## config.mk

```make
export PLATFORM = sky130hd
export DESIGN_NAME = dptc_corrector
export DESIGN_NICKNAME = d
export VERILOG_FILES = /design/src/inc/dptc_pkg.sv /design/src/design/dptc_corrector.sv /design/src/design/dptc_fifo.sv /design/src/design/dptc_match.sv
export VERILOG_INCLUDE_DIRS = /design/src /design/src/inc
export SDC_FILE = /design/constraint.sdc
export NUM_CORES = 2
export LEC_CHECK = 0
export ABC_AREA = 1
export CORE_MARGIN = 2
export CORE_UTILIZATION = 58
export CTS_CLUSTER_SIZE = 30
export DETAILED_ROUTE_END_ITERATION = 12
export DONT_BUFFER_PORTS = 1
export PLACE_DENSITY_LB_ADDON = 0.05
export SYNTH_ARGS = -nofsm -noshare
export SYNTH_HDL_FRONTEND = slang
export SYNTH_SLANG_ARGS = --single-unit
```

## constraint.sdc

```tcl
create_clock -name clk_sys -period 12.8 [get_ports clk_sys]
set_input_delay 2.56 -clock clk_sys [delete_from_list [all_inputs] [get_ports clk_sys]]
set_output_delay 2.56 -clock clk_sys [all_outputs]
set_load 0.005 [all_outputs]
```

## src/inc/dptc_cfg.svh

```systemverilog
// Constants of the defect pixel table corrector: sizes, storage layout, reset values
`ifndef DPTC_CFG_SVH
`define DPTC_CFG_SVH

`define DPTC_MAX_ENTRIES 16
`define DPTC_COL_W 12
`define DPTC_ROW_W 12
`define DPTC_PIX_W 12
`define DPTC_FIFO_DEPTH 16

// Storage regions; each region holds the total at word 0, then one word per entry
`define DPTC_NV_USER 1'b0
`define DPTC_NV_FACTORY 1'b1
`define DPTC_NV_TOTAL_WORD 0

// Reset values
`define DPTC_TOTAL_RST 0
`define DPTC_COORD_RST 0

`endif

```

## src/inc/dptc_pkg.sv

```systemverilog
// Types of the defect pixel table corrector
`default_nettype none
package dptc_pkg;

  // Replacement method selector
  typedef enum logic [1:0] {
    DPTC_AVERAGE = 2'h0,
    DPTC_HIGHLIGHT = 2'h1,
    DPTC_ZERO = 2'h2
  } dptc_method_t;

  // Storage sequencer, Gray coded along idle, read, write
  typedef enum logic [1:0] {
    DPTC_IDLE = 2'h0,
    DPTC_READ = 2'h1,
    DPTC_WRITE = 2'h3
  } dptc_state_t;

endpackage : dptc_pkg
`default_nettype wire

```

## src/design/dptc_corrector.sv

```systemverilog
// Defect pixel table corrector: tables, storage sequencer and pixel replacement
//
// Functional notes
// - Replace listed pixels only while static correction is on; else pass through.
// - Method selector offers Average, Highlight and Zero for listed pixels.
// - Average replaces a listed pixel with the mean of its neighbours.
// - Highlight outputs the maximum pixel value for every listed pixel.
// - Entry total counts working entries; only entries below it are used.
// - Entry select picks which working entry coordinate accesses address.
// - Selected entry column reads back and accepts writes.
// - Selected entry row reads back and accepts writes.
// - Coordinates count from the full sensor origin, ignoring region offsets.
// - Coordinate edits leave images unchanged until commit.
// - Commit copies the whole working table into the active table.
// - Active table lives in volatile storage only.
// - Persist writes the table to storage, replacing the stored copy.
// - At power-up the stored table loads as working and active table.
// - Factory restore brings back the manufacturing calibrated list.
// - Factory restore replaces both active table and stored copy.
`timescale 1ns/10ps
`default_nettype none
`include "dptc_cfg.svh"
module dptc_corrector #(
  parameter int MAXE = `DPTC_MAX_ENTRIES,
  parameter int CW = `DPTC_COL_W,
  parameter int RW = `DPTC_ROW_W,
  parameter int PW = `DPTC_PIX_W,
  parameter int FDEPTH = `DPTC_FIFO_DEPTH,
  parameter int IW = $clog2(MAXE),
  parameter int TW = $clog2(MAXE + 1)
) (
  input wire logic clk_sys, // System clock, 10 MHz
  input wire logic reset, // Synchronous reset, active high
  input wire logic static_correction_on, // Correction enable
  input wire dptc_pkg::dptc_method_t replace_method, // Replacement method
  input wire logic [TW-1:0] entry_total_in, // New entry total
  input wire logic entry_total_wr, // Write strobe for entry total
  output logic [TW-1:0] entry_total, // Working entry total
  input wire logic [IW-1:0] entry_select, // Working entry selector
  input wire logic [CW-1:0] entry_column_in, // Column to write
  input wire logic entry_column_wr, // Column write strobe
  input wire logic [RW-1:0] entry_row_in, // Row to write
  input wire logic entry_row_wr, // Row write strobe
  output logic [CW-1:0] entry_column, // Selected entry column
  output logic [RW-1:0] entry_row, // Selected entry row
  input wire logic commit_table, // Commit command pulse
  input wire logic persist_table, // Persist command pulse
  input wire logic revert_to_calibration, // Factory restore pulse
  output logic table_busy, // Storage transfer in progress
  output logic swap_pending, // Committed table waits for frame start
  input wire logic pix_in_valid, // Input pixel valid
  output logic pix_in_ready, // Input pixel ready
  input wire logic [PW-1:0] pix_in_data, // Input pixel value
  input wire logic pix_in_sof, // First pixel of frame
  input wire logic pix_in_eol, // Last pixel of line
  output logic pix_out_valid, // Output pixel valid
  input wire logic pix_out_ready, // Output pixel ready
  output logic [PW-1:0] pix_out_data, // Output pixel value
  output logic pix_out_sof, // Output first pixel of frame
  output logic pix_out_eol, // Output last pixel of line
  output logic nv_req, // Storage request, held until ack
  output logic nv_we, // Storage write when high
  output logic [TW:0] nv_addr, // Storage address {region, word}
  output logic [RW+CW-1:0] nv_wdata, // Storage write data
  input wire logic [RW+CW-1:0] nv_rdata, // Storage read data, valid with ack
  input wire logic nv_ack // Storage acknowledge pulse
);
  import dptc_pkg::*;

  localparam int NW = RW + CW;
  localparam int FW = PW + 2;

  // Working, staged and active tables
  logic [CW-1:0] wk_col [MAXE];
  logic [RW-1:0] wk_row [MAXE];
  logic [TW-1:0] wk_total_q;
  logic [CW-1:0] stg_col [MAXE];
  logic [RW-1:0] stg_row [MAXE];
  logic [TW-1:0] stg_total_q;
  logic [CW-1:0] act_col [MAXE];
  logic [RW-1:0] act_row [MAXE];
  logic [TW-1:0] act_total_q;

  // Storage sequencer
  dptc_state_t st_q;
  logic [TW-1:0] wcnt_q;
  logic region_q;
  logic restore_q;
  logic load_done_q;
  logic busy_q;

  // Pixel path
  logic f_valid;
  logic f_ready;
  logic [FW-1:0] f_data;
  logic [PW-1:0] in_pix;
  logic in_sof;
  logic in_eol;
  logic [CW-1:0] col_cnt_q;
  logic [RW-1:0] row_cnt_q;
  logic [CW-1:0] in_col;
  logic [RW-1:0] in_row;
  logic [PW-1:0] ctr_q;
  logic [CW-1:0] ctr_col_q;
  logic [RW-1:0] ctr_row_q;
  logic ctr_valid_q;
  logic ctr_sof_q;
  logic ctr_eol_q;
  logic [PW-1:0] left_q;
  logic left_ok_q;
  logic can_emit;
  logic flush;
  logic accept;
  logic emit_go;
  logic hit;
  logic swap_now;
  logic stage_req;
  logic [TW-1:0] total_wr_val;

  function automatic logic [TW-1:0] clamp_total(input logic [TW-1:0] t);
    clamp_total = (t > TW'(MAXE)) ? TW'(MAXE) : t;
  endfunction : clamp_total

  // Storage word for a given word index of the working table
  function automatic logic [NW-1:0] nv_word(input logic [TW-1:0] idx);
    logic [IW-1:0] e;
    e = IW'(idx - 1'b1);
    if (idx == TW'(`DPTC_NV_TOTAL_WORD)) begin
      nv_word = NW'(wk_total_q);
    end else begin
      nv_word = {wk_row[e], wk_col[e]};
    end
  endfunction : nv_word

  // Replacement value of the centre pixel
  function automatic logic [PW-1:0] fix_pixel(input logic [PW-1:0] c, input logic [PW-1:0] l,
                                              input logic lok, input logic [PW-1:0] r,
                                              input logic rok, input logic listed,
                                              input logic on, input dptc_method_t m);
    logic [PW:0] sum;
    sum = {1'b0, l} + {1'b0, r};
    fix_pixel = c;
    if (on && listed) begin
      unique case (m)
        DPTC_HIGHLIGHT: fix_pixel = '1;
        DPTC_ZERO: fix_pixel = '0;
        default: begin
          if (lok && rok) begin
            fix_pixel = sum[PW:1];
          end else if (lok) begin
            fix_pixel = l;
          end else if (rok) begin
            fix_pixel = r;
          end
        end
      endcase
    end
  endfunction : fix_pixel

  assign total_wr_val = clamp_total(entry_total_in);
  assign entry_total = wk_total_q;
  assign table_busy = busy_q;

  // Working table: storage loads win; software edits are ignored while busy
  always_ff @(posedge clk_sys) begin
    if (reset) begin
      wk_total_q <= TW'(`DPTC_TOTAL_RST);
      for (int i = 0; i < MAXE; i++) begin
        wk_col[i] <= CW'(`DPTC_COORD_RST);
        wk_row[i] <= RW'(`DPTC_COORD_RST);
      end
    end else if (st_q == DPTC_READ && nv_req && nv_ack) begin
      if (wcnt_q == TW'(`DPTC_NV_TOTAL_WORD)) begin
        wk_total_q <= clamp_total(nv_rdata[TW-1:0]);
      end else begin
        wk_col[IW'(wcnt_q - 1'b1)] <= nv_rdata[CW-1:0];
        wk_row[IW'(wcnt_q - 1'b1)] <= nv_rdata[NW-1:CW];
      end
    end else if (!busy_q) begin
      if (entry_total_wr) begin
        wk_total_q <= total_wr_val;
      end
      if (entry_column_wr) begin
        wk_col[entry_select] <= entry_column_in;
      end
      if (entry_row_wr) begin
        wk_row[entry_select] <= entry_row_in;
      end
    end
  end

  // Readback of the selected working entry
  always_ff @(posedge clk_sys) begin
    if (reset) begin
      entry_column <= '0;
      entry_row <= '0;
    end else begin
      entry_column <= wk_col[entry_select];
      entry_row <= wk_row[entry_select];
    end
  end

  // Staged copy; edits after commit do not reach it until the next commit
  assign stage_req = (commit_table && !busy_q) || load_done_q;
  assign swap_now = swap_pending && accept && in_sof;

  always_ff @(posedge clk_sys) begin
    if (reset) begin
      stg_total_q <= TW'(`DPTC_TOTAL_RST);
      swap_pending <= 1'b0;
      for (int i = 0; i < MAXE; i++) begin
        stg_col[i] <= CW'(`DPTC_COORD_RST);
        stg_row[i] <= RW'(`DPTC_COORD_RST);
      end
    end else if (stage_req) begin
      // A new commit beats a swap in the same cycle, so it stays pending
      stg_total_q <= wk_total_q;
      swap_pending <= 1'b1;
      for (int i = 0; i < MAXE; i++) begin
        stg_col[i] <= wk_col[i];
        stg_row[i] <= wk_row[i];
      end
    end else if (swap_now) begin
      swap_pending <= 1'b0;
    end
  end

  // Active table, cleared at reset: nothing of it survives power loss
  always_ff @(posedge clk_sys) begin
    if (reset) begin
      act_total_q <= TW'(`DPTC_TOTAL_RST);
      for (int i = 0; i < MAXE; i++) begin
        act_col[i] <= CW'(`DPTC_COORD_RST);
        act_row[i] <= RW'(`DPTC_COORD_RST);
      end
    end else if (swap_now) begin
      act_total_q <= stg_total_q;
      for (int i = 0; i < MAXE; i++) begin
        act_col[i] <= stg_col[i];
        act_row[i] <= stg_row[i];
      end
    end
  end

  // Storage sequencer: boot load, persist, factory restore
  always_ff @(posedge clk_sys) begin
    if (reset) begin
      st_q <= DPTC_READ;
      region_q <= `DPTC_NV_USER;
      wcnt_q <= '0;
      restore_q <= 1'b0;
      busy_q <= 1'b1;
      load_done_q <= 1'b0;
      nv_req <= 1'b0;
      nv_we <= 1'b0;
      nv_addr <= '0;
      nv_wdata <= '0;
    end else begin
      load_done_q <= 1'b0;
      unique case (st_q)
        DPTC_IDLE: begin
          if (revert_to_calibration) begin
            st_q <= DPTC_READ;
            region_q <= `DPTC_NV_FACTORY;
            restore_q <= 1'b1;
            wcnt_q <= '0;
            busy_q <= 1'b1;
          end else if (persist_table) begin
            st_q <= DPTC_WRITE;
            region_q <= `DPTC_NV_USER;
            wcnt_q <= '0;
            busy_q <= 1'b1;
          end
        end
        DPTC_READ: begin
          if (!nv_req) begin
            nv_req <= 1'b1;
            nv_we <= 1'b0;
            nv_addr <= {region_q, wcnt_q};
          end else if (nv_ack) begin
            nv_req <= 1'b0;
            if (wcnt_q == TW'(MAXE)) begin
              load_done_q <= 1'b1;
              wcnt_q <= '0;
              if (restore_q) begin
                st_q <= DPTC_WRITE;
                region_q <= `DPTC_NV_USER;
              end else begin
                st_q <= DPTC_IDLE;
                busy_q <= 1'b0;
              end
            end else begin
              wcnt_q <= TW'(wcnt_q + 1'b1);
            end
          end
        end
        DPTC_WRITE: begin
          if (!nv_req) begin
            nv_req <= 1'b1;
            nv_we <= 1'b1;
            nv_addr <= {region_q, wcnt_q};
            nv_wdata <= nv_word(wcnt_q);
          end else if (nv_ack) begin
            nv_req <= 1'b0;
            nv_we <= 1'b0;
            if (wcnt_q == TW'(MAXE)) begin
              st_q <= DPTC_IDLE;
              busy_q <= 1'b0;
              restore_q <= 1'b0;
              wcnt_q <= '0;
            end else begin
              wcnt_q <= TW'(wcnt_q + 1'b1);
            end
          end
        end
      endcase
    end
  end

  // Input buffering
  dptc_fifo #(
    .W(FW),
    .DEPTH(FDEPTH)
  ) u_fifo (
    .clk_sys(clk_sys),
    .reset(reset),
    .in_valid(pix_in_valid),
    .in_ready(pix_in_ready),
    .in_data({pix_in_sof, pix_in_eol, pix_in_data}),
    .out_valid(f_valid),
    .out_ready(f_ready),
    .out_data(f_data)
  );

  assign in_pix = f_data[PW-1:0];
  assign in_eol = f_data[PW];
  assign in_sof = f_data[PW+1];

  // Centre pixel leaves when its right neighbour arrives or its line ends
  assign can_emit = !pix_out_valid || pix_out_ready;
  assign flush = ctr_valid_q && ctr_eol_q;
  assign f_ready = can_emit && !flush;
  assign accept = f_valid && f_ready;
  assign emit_go = can_emit && ctr_valid_q && (ctr_eol_q || f_valid);

  // Position from frame start, so the origin is the full sensor corner
  assign in_col = in_sof ? '0 : col_cnt_q;
  assign in_row = in_sof ? '0 : row_cnt_q;

  always_ff @(posedge clk_sys) begin
    if (reset) begin
      col_cnt_q <= '0;
      row_cnt_q <= '0;
    end else if (accept) begin
      if (in_eol) begin
        col_cnt_q <= '0;
        row_cnt_q <= RW'(in_row + 1'b1);
      end else begin
        col_cnt_q <= CW'(in_col + 1'b1);
        row_cnt_q <= in_row;
      end
    end
  end

  always_ff @(posedge clk_sys) begin
    if (reset) begin
      ctr_q <= '0;
      ctr_col_q <= '0;
      ctr_row_q <= '0;
      ctr_valid_q <= 1'b0;
      ctr_sof_q <= 1'b0;
      ctr_eol_q <= 1'b0;
      left_q <= '0;
      left_ok_q <= 1'b0;
    end else if (flush && emit_go) begin
      ctr_valid_q <= 1'b0;
      left_ok_q <= 1'b0;
    end else if (accept) begin
      // Neighbours never cross a line or frame edge
      left_q <= ctr_q;
      left_ok_q <= ctr_valid_q && !in_sof;
      ctr_q <= in_pix;
      ctr_col_q <= in_col;
      ctr_row_q <= in_row;
      ctr_valid_q <= 1'b1;
      ctr_sof_q <= in_sof;
      ctr_eol_q <= in_eol;
    end
  end

  dptc_match #(
    .N(MAXE),
    .CW(CW),
    .RW(RW),
    .TW(TW)
  ) u_match (
    .col(ctr_col_q),
    .row(ctr_row_q),
    .tab_col(act_col),
    .tab_row(act_row),
    .total(act_total_q),
    .hit(hit)
  );

  always_ff @(posedge clk_sys) begin
    if (reset) begin
      pix_out_valid <= 1'b0;
      pix_out_data <= '0;
      pix_out_sof <= 1'b0;
      pix_out_eol <= 1'b0;
    end else if (emit_go) begin
      pix_out_valid <= 1'b1;
      pix_out_data <= fix_pixel(ctr_q, left_q, left_ok_q, in_pix, !ctr_eol_q, hit,
                                static_correction_on, replace_method);
      pix_out_sof <= ctr_sof_q;
      pix_out_eol <= ctr_eol_q;
    end else if (pix_out_ready) begin
      pix_out_valid <= 1'b0;
    end
  end
endmodule : dptc_corrector
`default_nettype wire

```

## src/design/dptc_fifo.sv

```systemverilog
// Synchronous FIFO with valid and ready on both sides
`timescale 1ns/10ps
`default_nettype none
module dptc_fifo #(
  parameter int W = 14,
  parameter int DEPTH = 16
) (
  input wire logic clk_sys, // System clock
  input wire logic reset, // Synchronous reset, active high
  input wire logic in_valid, // Write side valid
  output logic in_ready, // Write side ready, registered
  input wire logic [W-1:0] in_data, // Write data
  output logic out_valid, // Read side valid
  input wire logic out_ready, // Read side ready
  output logic [W-1:0] out_data // Read data
);
  localparam int AW = $clog2(DEPTH);
  localparam int CW = $clog2(DEPTH + 1);

  logic [W-1:0] mem [DEPTH];
  logic [AW-1:0] wptr_q;
  logic [AW-1:0] rptr_q;
  logic [CW-1:0] count_q;
  logic [CW-1:0] count_d;
  logic push;
  logic pop;

  assign push = in_valid && in_ready;
  assign pop = out_valid && out_ready;
  assign out_valid = (count_q != '0);
  assign out_data = mem[rptr_q];

  function automatic logic [AW-1:0] ptr_inc(input logic [AW-1:0] p);
    ptr_inc = (p == AW'(DEPTH - 1)) ? '0 : AW'(p + 1'b1);
  endfunction : ptr_inc

  always_comb begin
    count_d = count_q;
    if (push && !pop) begin
      count_d = CW'(count_q + 1'b1);
    end else if (pop && !push) begin
      count_d = CW'(count_q - 1'b1);
    end
  end

  always_ff @(posedge clk_sys) begin
    if (push) begin
      mem[wptr_q] <= in_data;
    end
  end

  always_ff @(posedge clk_sys) begin
    if (reset) begin
      wptr_q <= '0;
      rptr_q <= '0;
      count_q <= '0;
      in_ready <= 1'b0;
    end else begin
      if (push) begin
        wptr_q <= ptr_inc(wptr_q);
      end
      if (pop) begin
        rptr_q <= ptr_inc(rptr_q);
      end
      count_q <= count_d;
      // Registered ready from the next count, so a full FIFO stalls the source until the cycle after a pop
      in_ready <= (count_d < CW'(DEPTH));
    end
  end
endmodule : dptc_fifo
`default_nettype wire

```

## src/design/dptc_match.sv

```systemverilog
// Coordinate lookup against the active defect table
`timescale 1ns/10ps
`default_nettype none
module dptc_match #(
  parameter int N = 16,
  parameter int CW = 12,
  parameter int RW = 12,
  parameter int TW = 5
) (
  input wire logic [CW-1:0] col, // Column of the pixel under test
  input wire logic [RW-1:0] row, // Row of the pixel under test
  input wire logic [CW-1:0] tab_col [N], // Active table columns
  input wire logic [RW-1:0] tab_row [N], // Active table rows
  input wire logic [TW-1:0] total, // Entries in use
  output logic hit // Pixel is listed
);
  always_comb begin
    hit = 1'b0;
    for (int i = 0; i < N; i++) begin
      // Entries at or above the total never match
      if ((TW'(i) < total) && (tab_col[i] == col) && (tab_row[i] == row)) begin
        hit = 1'b1;
      end
    end
  end
endmodule : dptc_match
`default_nettype wire

```

# Yosys cells after proc, flatten, opt, wreduce, memory -nomap -nowiden
# Memories as Yosys holds them, arrays and structs flattened. A register that Yosys moved wholly into a read port is not among the register bits.
# Index checks and enable logic that the tools add are counted.
# totals
elab_cells	390
ramBits	992
memories	5
out_inout_bits	79
input_bits	85
register_bits	164
# mem_list
memory	depth	width	rd	rd_clocked_by_memory_dff	write_ports	line_no	text
u_fifo.mem	16	14	1	1	1	dptc_fifo.sv:20	logic [W-1:0] mem [DEPTH];
stg_col	16	12	16	16	16	dptc_corrector.sv:77	logic [CW-1:0] stg_col [MAXE];
stg_row	16	12	16	16	16	dptc_corrector.sv:78	logic [RW-1:0] stg_row [MAXE];
wk_col	16	12	18	1	16	dptc_corrector.sv:74	logic [CW-1:0] wk_col [MAXE];
wk_row	16	12	18	1	16	dptc_corrector.sv:75	logic [RW-1:0] wk_row [MAXE];
# op_classes
n_lt_le_gt_ge	19
reduce_logical	85
muxes	149
n_addsub	9
bitwise	36
eq_ne	55
# ops
op	n
$mux 12	44
$eq 12x12->1	32
$mux 1	67
$mux 5	13
$logic_and 1x1->1	49
$reduce_or 12->1	4
$lt 4x5->1 const A	8
$mux 4	8
$or 1x1->1	32
$add 12x1->12 const B	2
$mux 24	1
$pmux 12 s2	1
$lt 3x5->1 const A	4
$mux 2	9
$ne 2x2->1 const B	9
$add 12x12->13	1
$reduce_bool 2->1	6
$add 5x1->5 const B	2
$gt 5x5->1 const B	2
$lt 1x5->1 const A	2
$lt 2x5->1 const A	2
$ne 2x1->1 const B	5
$pmux 5 s2	1
$reduce_and 3->1	3
25 further kinds	46

# Depth between registers and ports, before layout
# depth
word_depth	21
depth_mapped	24
ltp_nobuf	21

# Cells and area by module
# Synthesis repeated with hierarchy kept, for this count alone.
# hier_totals
cells_unflattened	8363
area_unflattened_um2	71992.8
# modules_own_cells
mod	seq_area_each_um2	cells_each	n_inst	area_each_um2
dptc_corrector	34232.8	6122	1	55477.0
dptc_fifo	7086.8	957	1	10186.0
dptc_match	0.0	1284	1	6329.8

# Worst setup path before layout
# OpenSTA, ideal clock, no wires.
# synth_timing
path_type	input port to flip-flop
startpoint	in reset
endpoint	mem stg_col[0][0] (enable)
t_arrival_ns	9.831
setup_time_ns	2.791
required_ns	10.009
path_stages	6
path_buffers	4
slack_ns	0.178
cell_sequence	buf_6 -> clkinv_1 -> clkbuf_1 -> clkbuf_1 -> clkbuf_1 -> nand2_1
# synth_lines
item	line_no	text
from (decl)	dptc_corrector.sv:33	input wire logic reset,
to (decl)	dptc_corrector.sv:77	

==> impl_metrics.yaml <==
timing:
  finalHoldViolations: 0
  fin_skew_ns: 0.0241
  tns_ns: 0
  highest_attainable_clock_frequency_mhz: 159
  slew-limit-headroom_pct: -8.15
  slew_violations: 72
  layout_setup_ws_ns: 6.50
  setup_viol: 0
  grt_setup_unrepaired: "false"
  worstMarginPinSlew_ns: 1.62
  finalCritPeriodShare_pct: 49.3
  period_needed_ns: 6.30
critical_path:
  critical_path_required_ns: 13.23
  ff2ff_path_depth: 15
  timing.critical_path.to: "wk_row[1][11]"
  critPathMaxFanout: 260
  reg2reg_to: "act_col[99]"
  worstSetupEndpointType: "register"
  worst_ep_arrival_time_ns: 6.73
  r2r_setup_slack_ns: 7.01
  setup_cp_type: "input port to register"
  crit_path_from: "reset"
  crit_path_start_kind: "input port"
power:
  power_switching_share_pct: 30.3
  intPower_w: 0.00902
  leakagePower_nw: 29.8
  clock_power_share_pct: 37.4
  seqPwrFrac_pct: 44.2
  comb_power_share_pct: 18.5
  vdd_ir_drop_max_v: 0.000144
  switchingPower_w: 0.00392
  power_density_nw_per_um2: 169
floorplan:
  die_x_um: 352
  fp.dieArea_um2: 124000
  floorplan.io_pins: 164
  design.core.area_um2: 120000
  initial_standard_cell_utilization_of_the_core_pct: 58.6
  rows: 127
  floorplan.die.height_um: 352
flow_run:
  cap_viol_max_count: 2
grt:
  antenna_found_initial: 15
  groute.usage.overall_pct: 40.3
  grt_pass1_vias: 53977
  global_route_wire_length_before_repair_um: 365000
  grt_remaining_overflow: 0
  grt_max_degree: 261
cells_and_area:
  areaGrowthSynthToFinish_pct: 8.90
  layout-drive-gt1-share_pct: 5.58
  nNetsFinal: 7732
clocking:
  tritoncts.num_buffers: 164
  hold_buffers: 0
  clock_path_buffers: 3
  cts_setup_buffers: 0
  cts.sink_count: 1568
  cts_resized: 0
  cts_root_buffer: "clkbuf_16"
  tritoncts: "done"
  clk_pin_slew_ns: 0.06
  cts.htree.levels: 4
  worstSkewPairLatency_ns: 0.81
synthesis:
  syn_avg_cell_area_um2: 8.94
  netlist_instances: 7878
  synth_seq_area_share_pct: 58.7
  synthesized_netlist_net_count: 7990
  ys.flop_type: "edfxtp_1"
  netlist_area_um2: 70400
  asyncSetResetFlopFracSynth_pct: 0
  ys_ff_latch: 1568
  synth_cell_type_count: 53
  synth-edff-count: 992
  synth.yosys.warnings: 0
route:
  post_drt_antenna_nets: 0
  detail_route.vias_per_cell: 6.16
  firstDrtPassIters: 8
  dr_total_vias: 57750
  avgRoutedWirePerCell_um: 27.2
  drc: 0
  drt_first_iter_violations: 8903
  wirelength_um: 255000
placed_design:
  place.gp.congestion: 0.993
  place.detailed.hpwl_um: 171000
  dpl_worst_slack_ns: 6.10
  port-buffer-count: 0
status:
  result_of_the_run: "finished, violations left"
  violations_in_the_final_reports: "capacitance limit, slew limit"
min_path:
  holdCritPathClass: "register to register"
[synth_stat cells (51+ instances only)]
cell / instances / area share [%]
inv_1: 677 / 3.6
o211ai_1: 54 / 0.58
nand2_1: 669 / 3.6
edfxtp_1: 992 / 42
a21oi_1: 701 / 5.0
xnor2_1: 166 / 2.1
buf_2: 186 / 1.3
xor2_1: 51 / 0.63
nor2_1: 1740 / 9.3
nand3_1: 374 / 2.7
o21ai_1: 175 / 1.2
o21ai_0: 909 / 6.5
clkbuf_1: 294 / 1.6
dfxtp_1: 576 / 16
[cell type report]
class                   count  area (µm²)
clock inverters            68         622
repair buffers            110         901
diodes                      5        12.5
multi-input cells        5075       24300
flip-flops and latches   1568       41300
inverters                 701        2660
well taps                1612        2020
clock buffers             237        4790
fillers                 10251       43500
[critical path, stage by stage]
cell and delay (ns):
inv_8 0.55, buf_12 0.54, nand4_1 0.66, o21ai_0 0.49, nand2_1 0.13, nor2_1 0.49
nand2_1 0.47, nand2_1 0.54
[power by group through the flow]
stage / registers (W) / logic, W / clock network, W
after floorplan: 0.00576 / 0.00155 / 0
after global placement: 0.00581 / 0.00232 / 0
after detailed placement: 0.00582 / 0.00233 / 0
after CTS: 0.00571 / 0.00234 / 0.00484
after global routing: 0.00573 / 0.00257 / 0.00503
final: 0.00571 / 0.00239 / 0.00484
[cells by family after synthesis]
group	Yosys count	synth area share (%)
AND/OR/NAND/NOR	2877	16.4
AO/OA/AOI/OAI	1934	14.3
flip-flops	1568	58.7
buffers and inverters	1235	7.10
XOR/XNOR	218	2.72
adder cells (fa/ha/maj)	27	0.491
multiplexers	19	0.270
[cell usage in the layout, fill, tap and decap left out, types with 25 or more instances in the layout]
| master | instances |
|---|---|
| a21oi_1 | 701 |
| xor2_1 | 51 |
| inv_1 | 675 |
| nand3_1 | 374 |
| nand2_1 | 667 |
| o21ai_0 | 909 |
| clkinv_1 | 29 |
| dfxtp_1 | 570 |
| clkinv_2 | 25 |
| buf_4 | 104 |
| xnor2_1 | 165 |
| nand4_1 | 39 |
| o21ai_1 | 175 |
| clkbuf_16 | 173 |
| o311ai_0 | 35 |
| o211ai_1 | 54 |
| ha_1 | 25 |
| nor2_1 | 1740 |
| edfxtp_1 | 992 |
| clkbuf_1 | 40 |
[state kept, by name, summed over array words and instances (netlist names), 24 cells and up, named ones only]
name	flops
act_col	192
act_row	192
nv_wdata	24
stg_col	192
stg_row	192
u_fifo.mem	224
wk_col	192
wk_row	192
[through the flow]
stage                     hold WS, ns  util, %  total power (W)  instances  instance area [µm²]
after floorplan                 0.437        -          0.00731       7878                70400
after global placement          0.449     59.3          0.00813       9066                71200
after detailed placement        0.453     59.3          0.00815       9066                71200
after CTS                       0.461     63.8           0.0129       9371                76600
after global routing            0.482     63.8           0.0133       9373                76600
final                           0.463     63.8           0.0129       9376                76700
[routing by layer]
layer | wire (µm) | vias up | track usage [%] | share of wire (%)
li1 | - | 25869 | - | -
met1 | 92300 | 27532 | 50.4 | 36
met2 | 115000 | 3565 | 62.6 | 45
met3 | 28000 | 772 | 9.41 | 11
met4 | 20000 | 12 | 27.2 | 7.8
met5 | 151 | - | 0 | 0.059
[how the worst min path moves through the flow]
| stage | slack (ns) | to | cells after the start | startpoint |
|---|---|---|---|---|
| 6_report | 0.46 | region_q | 2 | region_q |
| 4_1_cts | 0.46 | region_q | 2 | region_q |
| 5_1_grt | 0.48 | act_row[132] | 2 | stg_row[0][48] |
| 2_1_floorplan | 0.44 | act_col[187] | 2 | act_col[187] |
| 3_5_place_dp | 0.45 | region_q | 2 | region_q |
| 3_3_place_gp | 0.45 | region_q | 2 | region_q |
No activity file was read; power rests on OpenSTA's default activity.
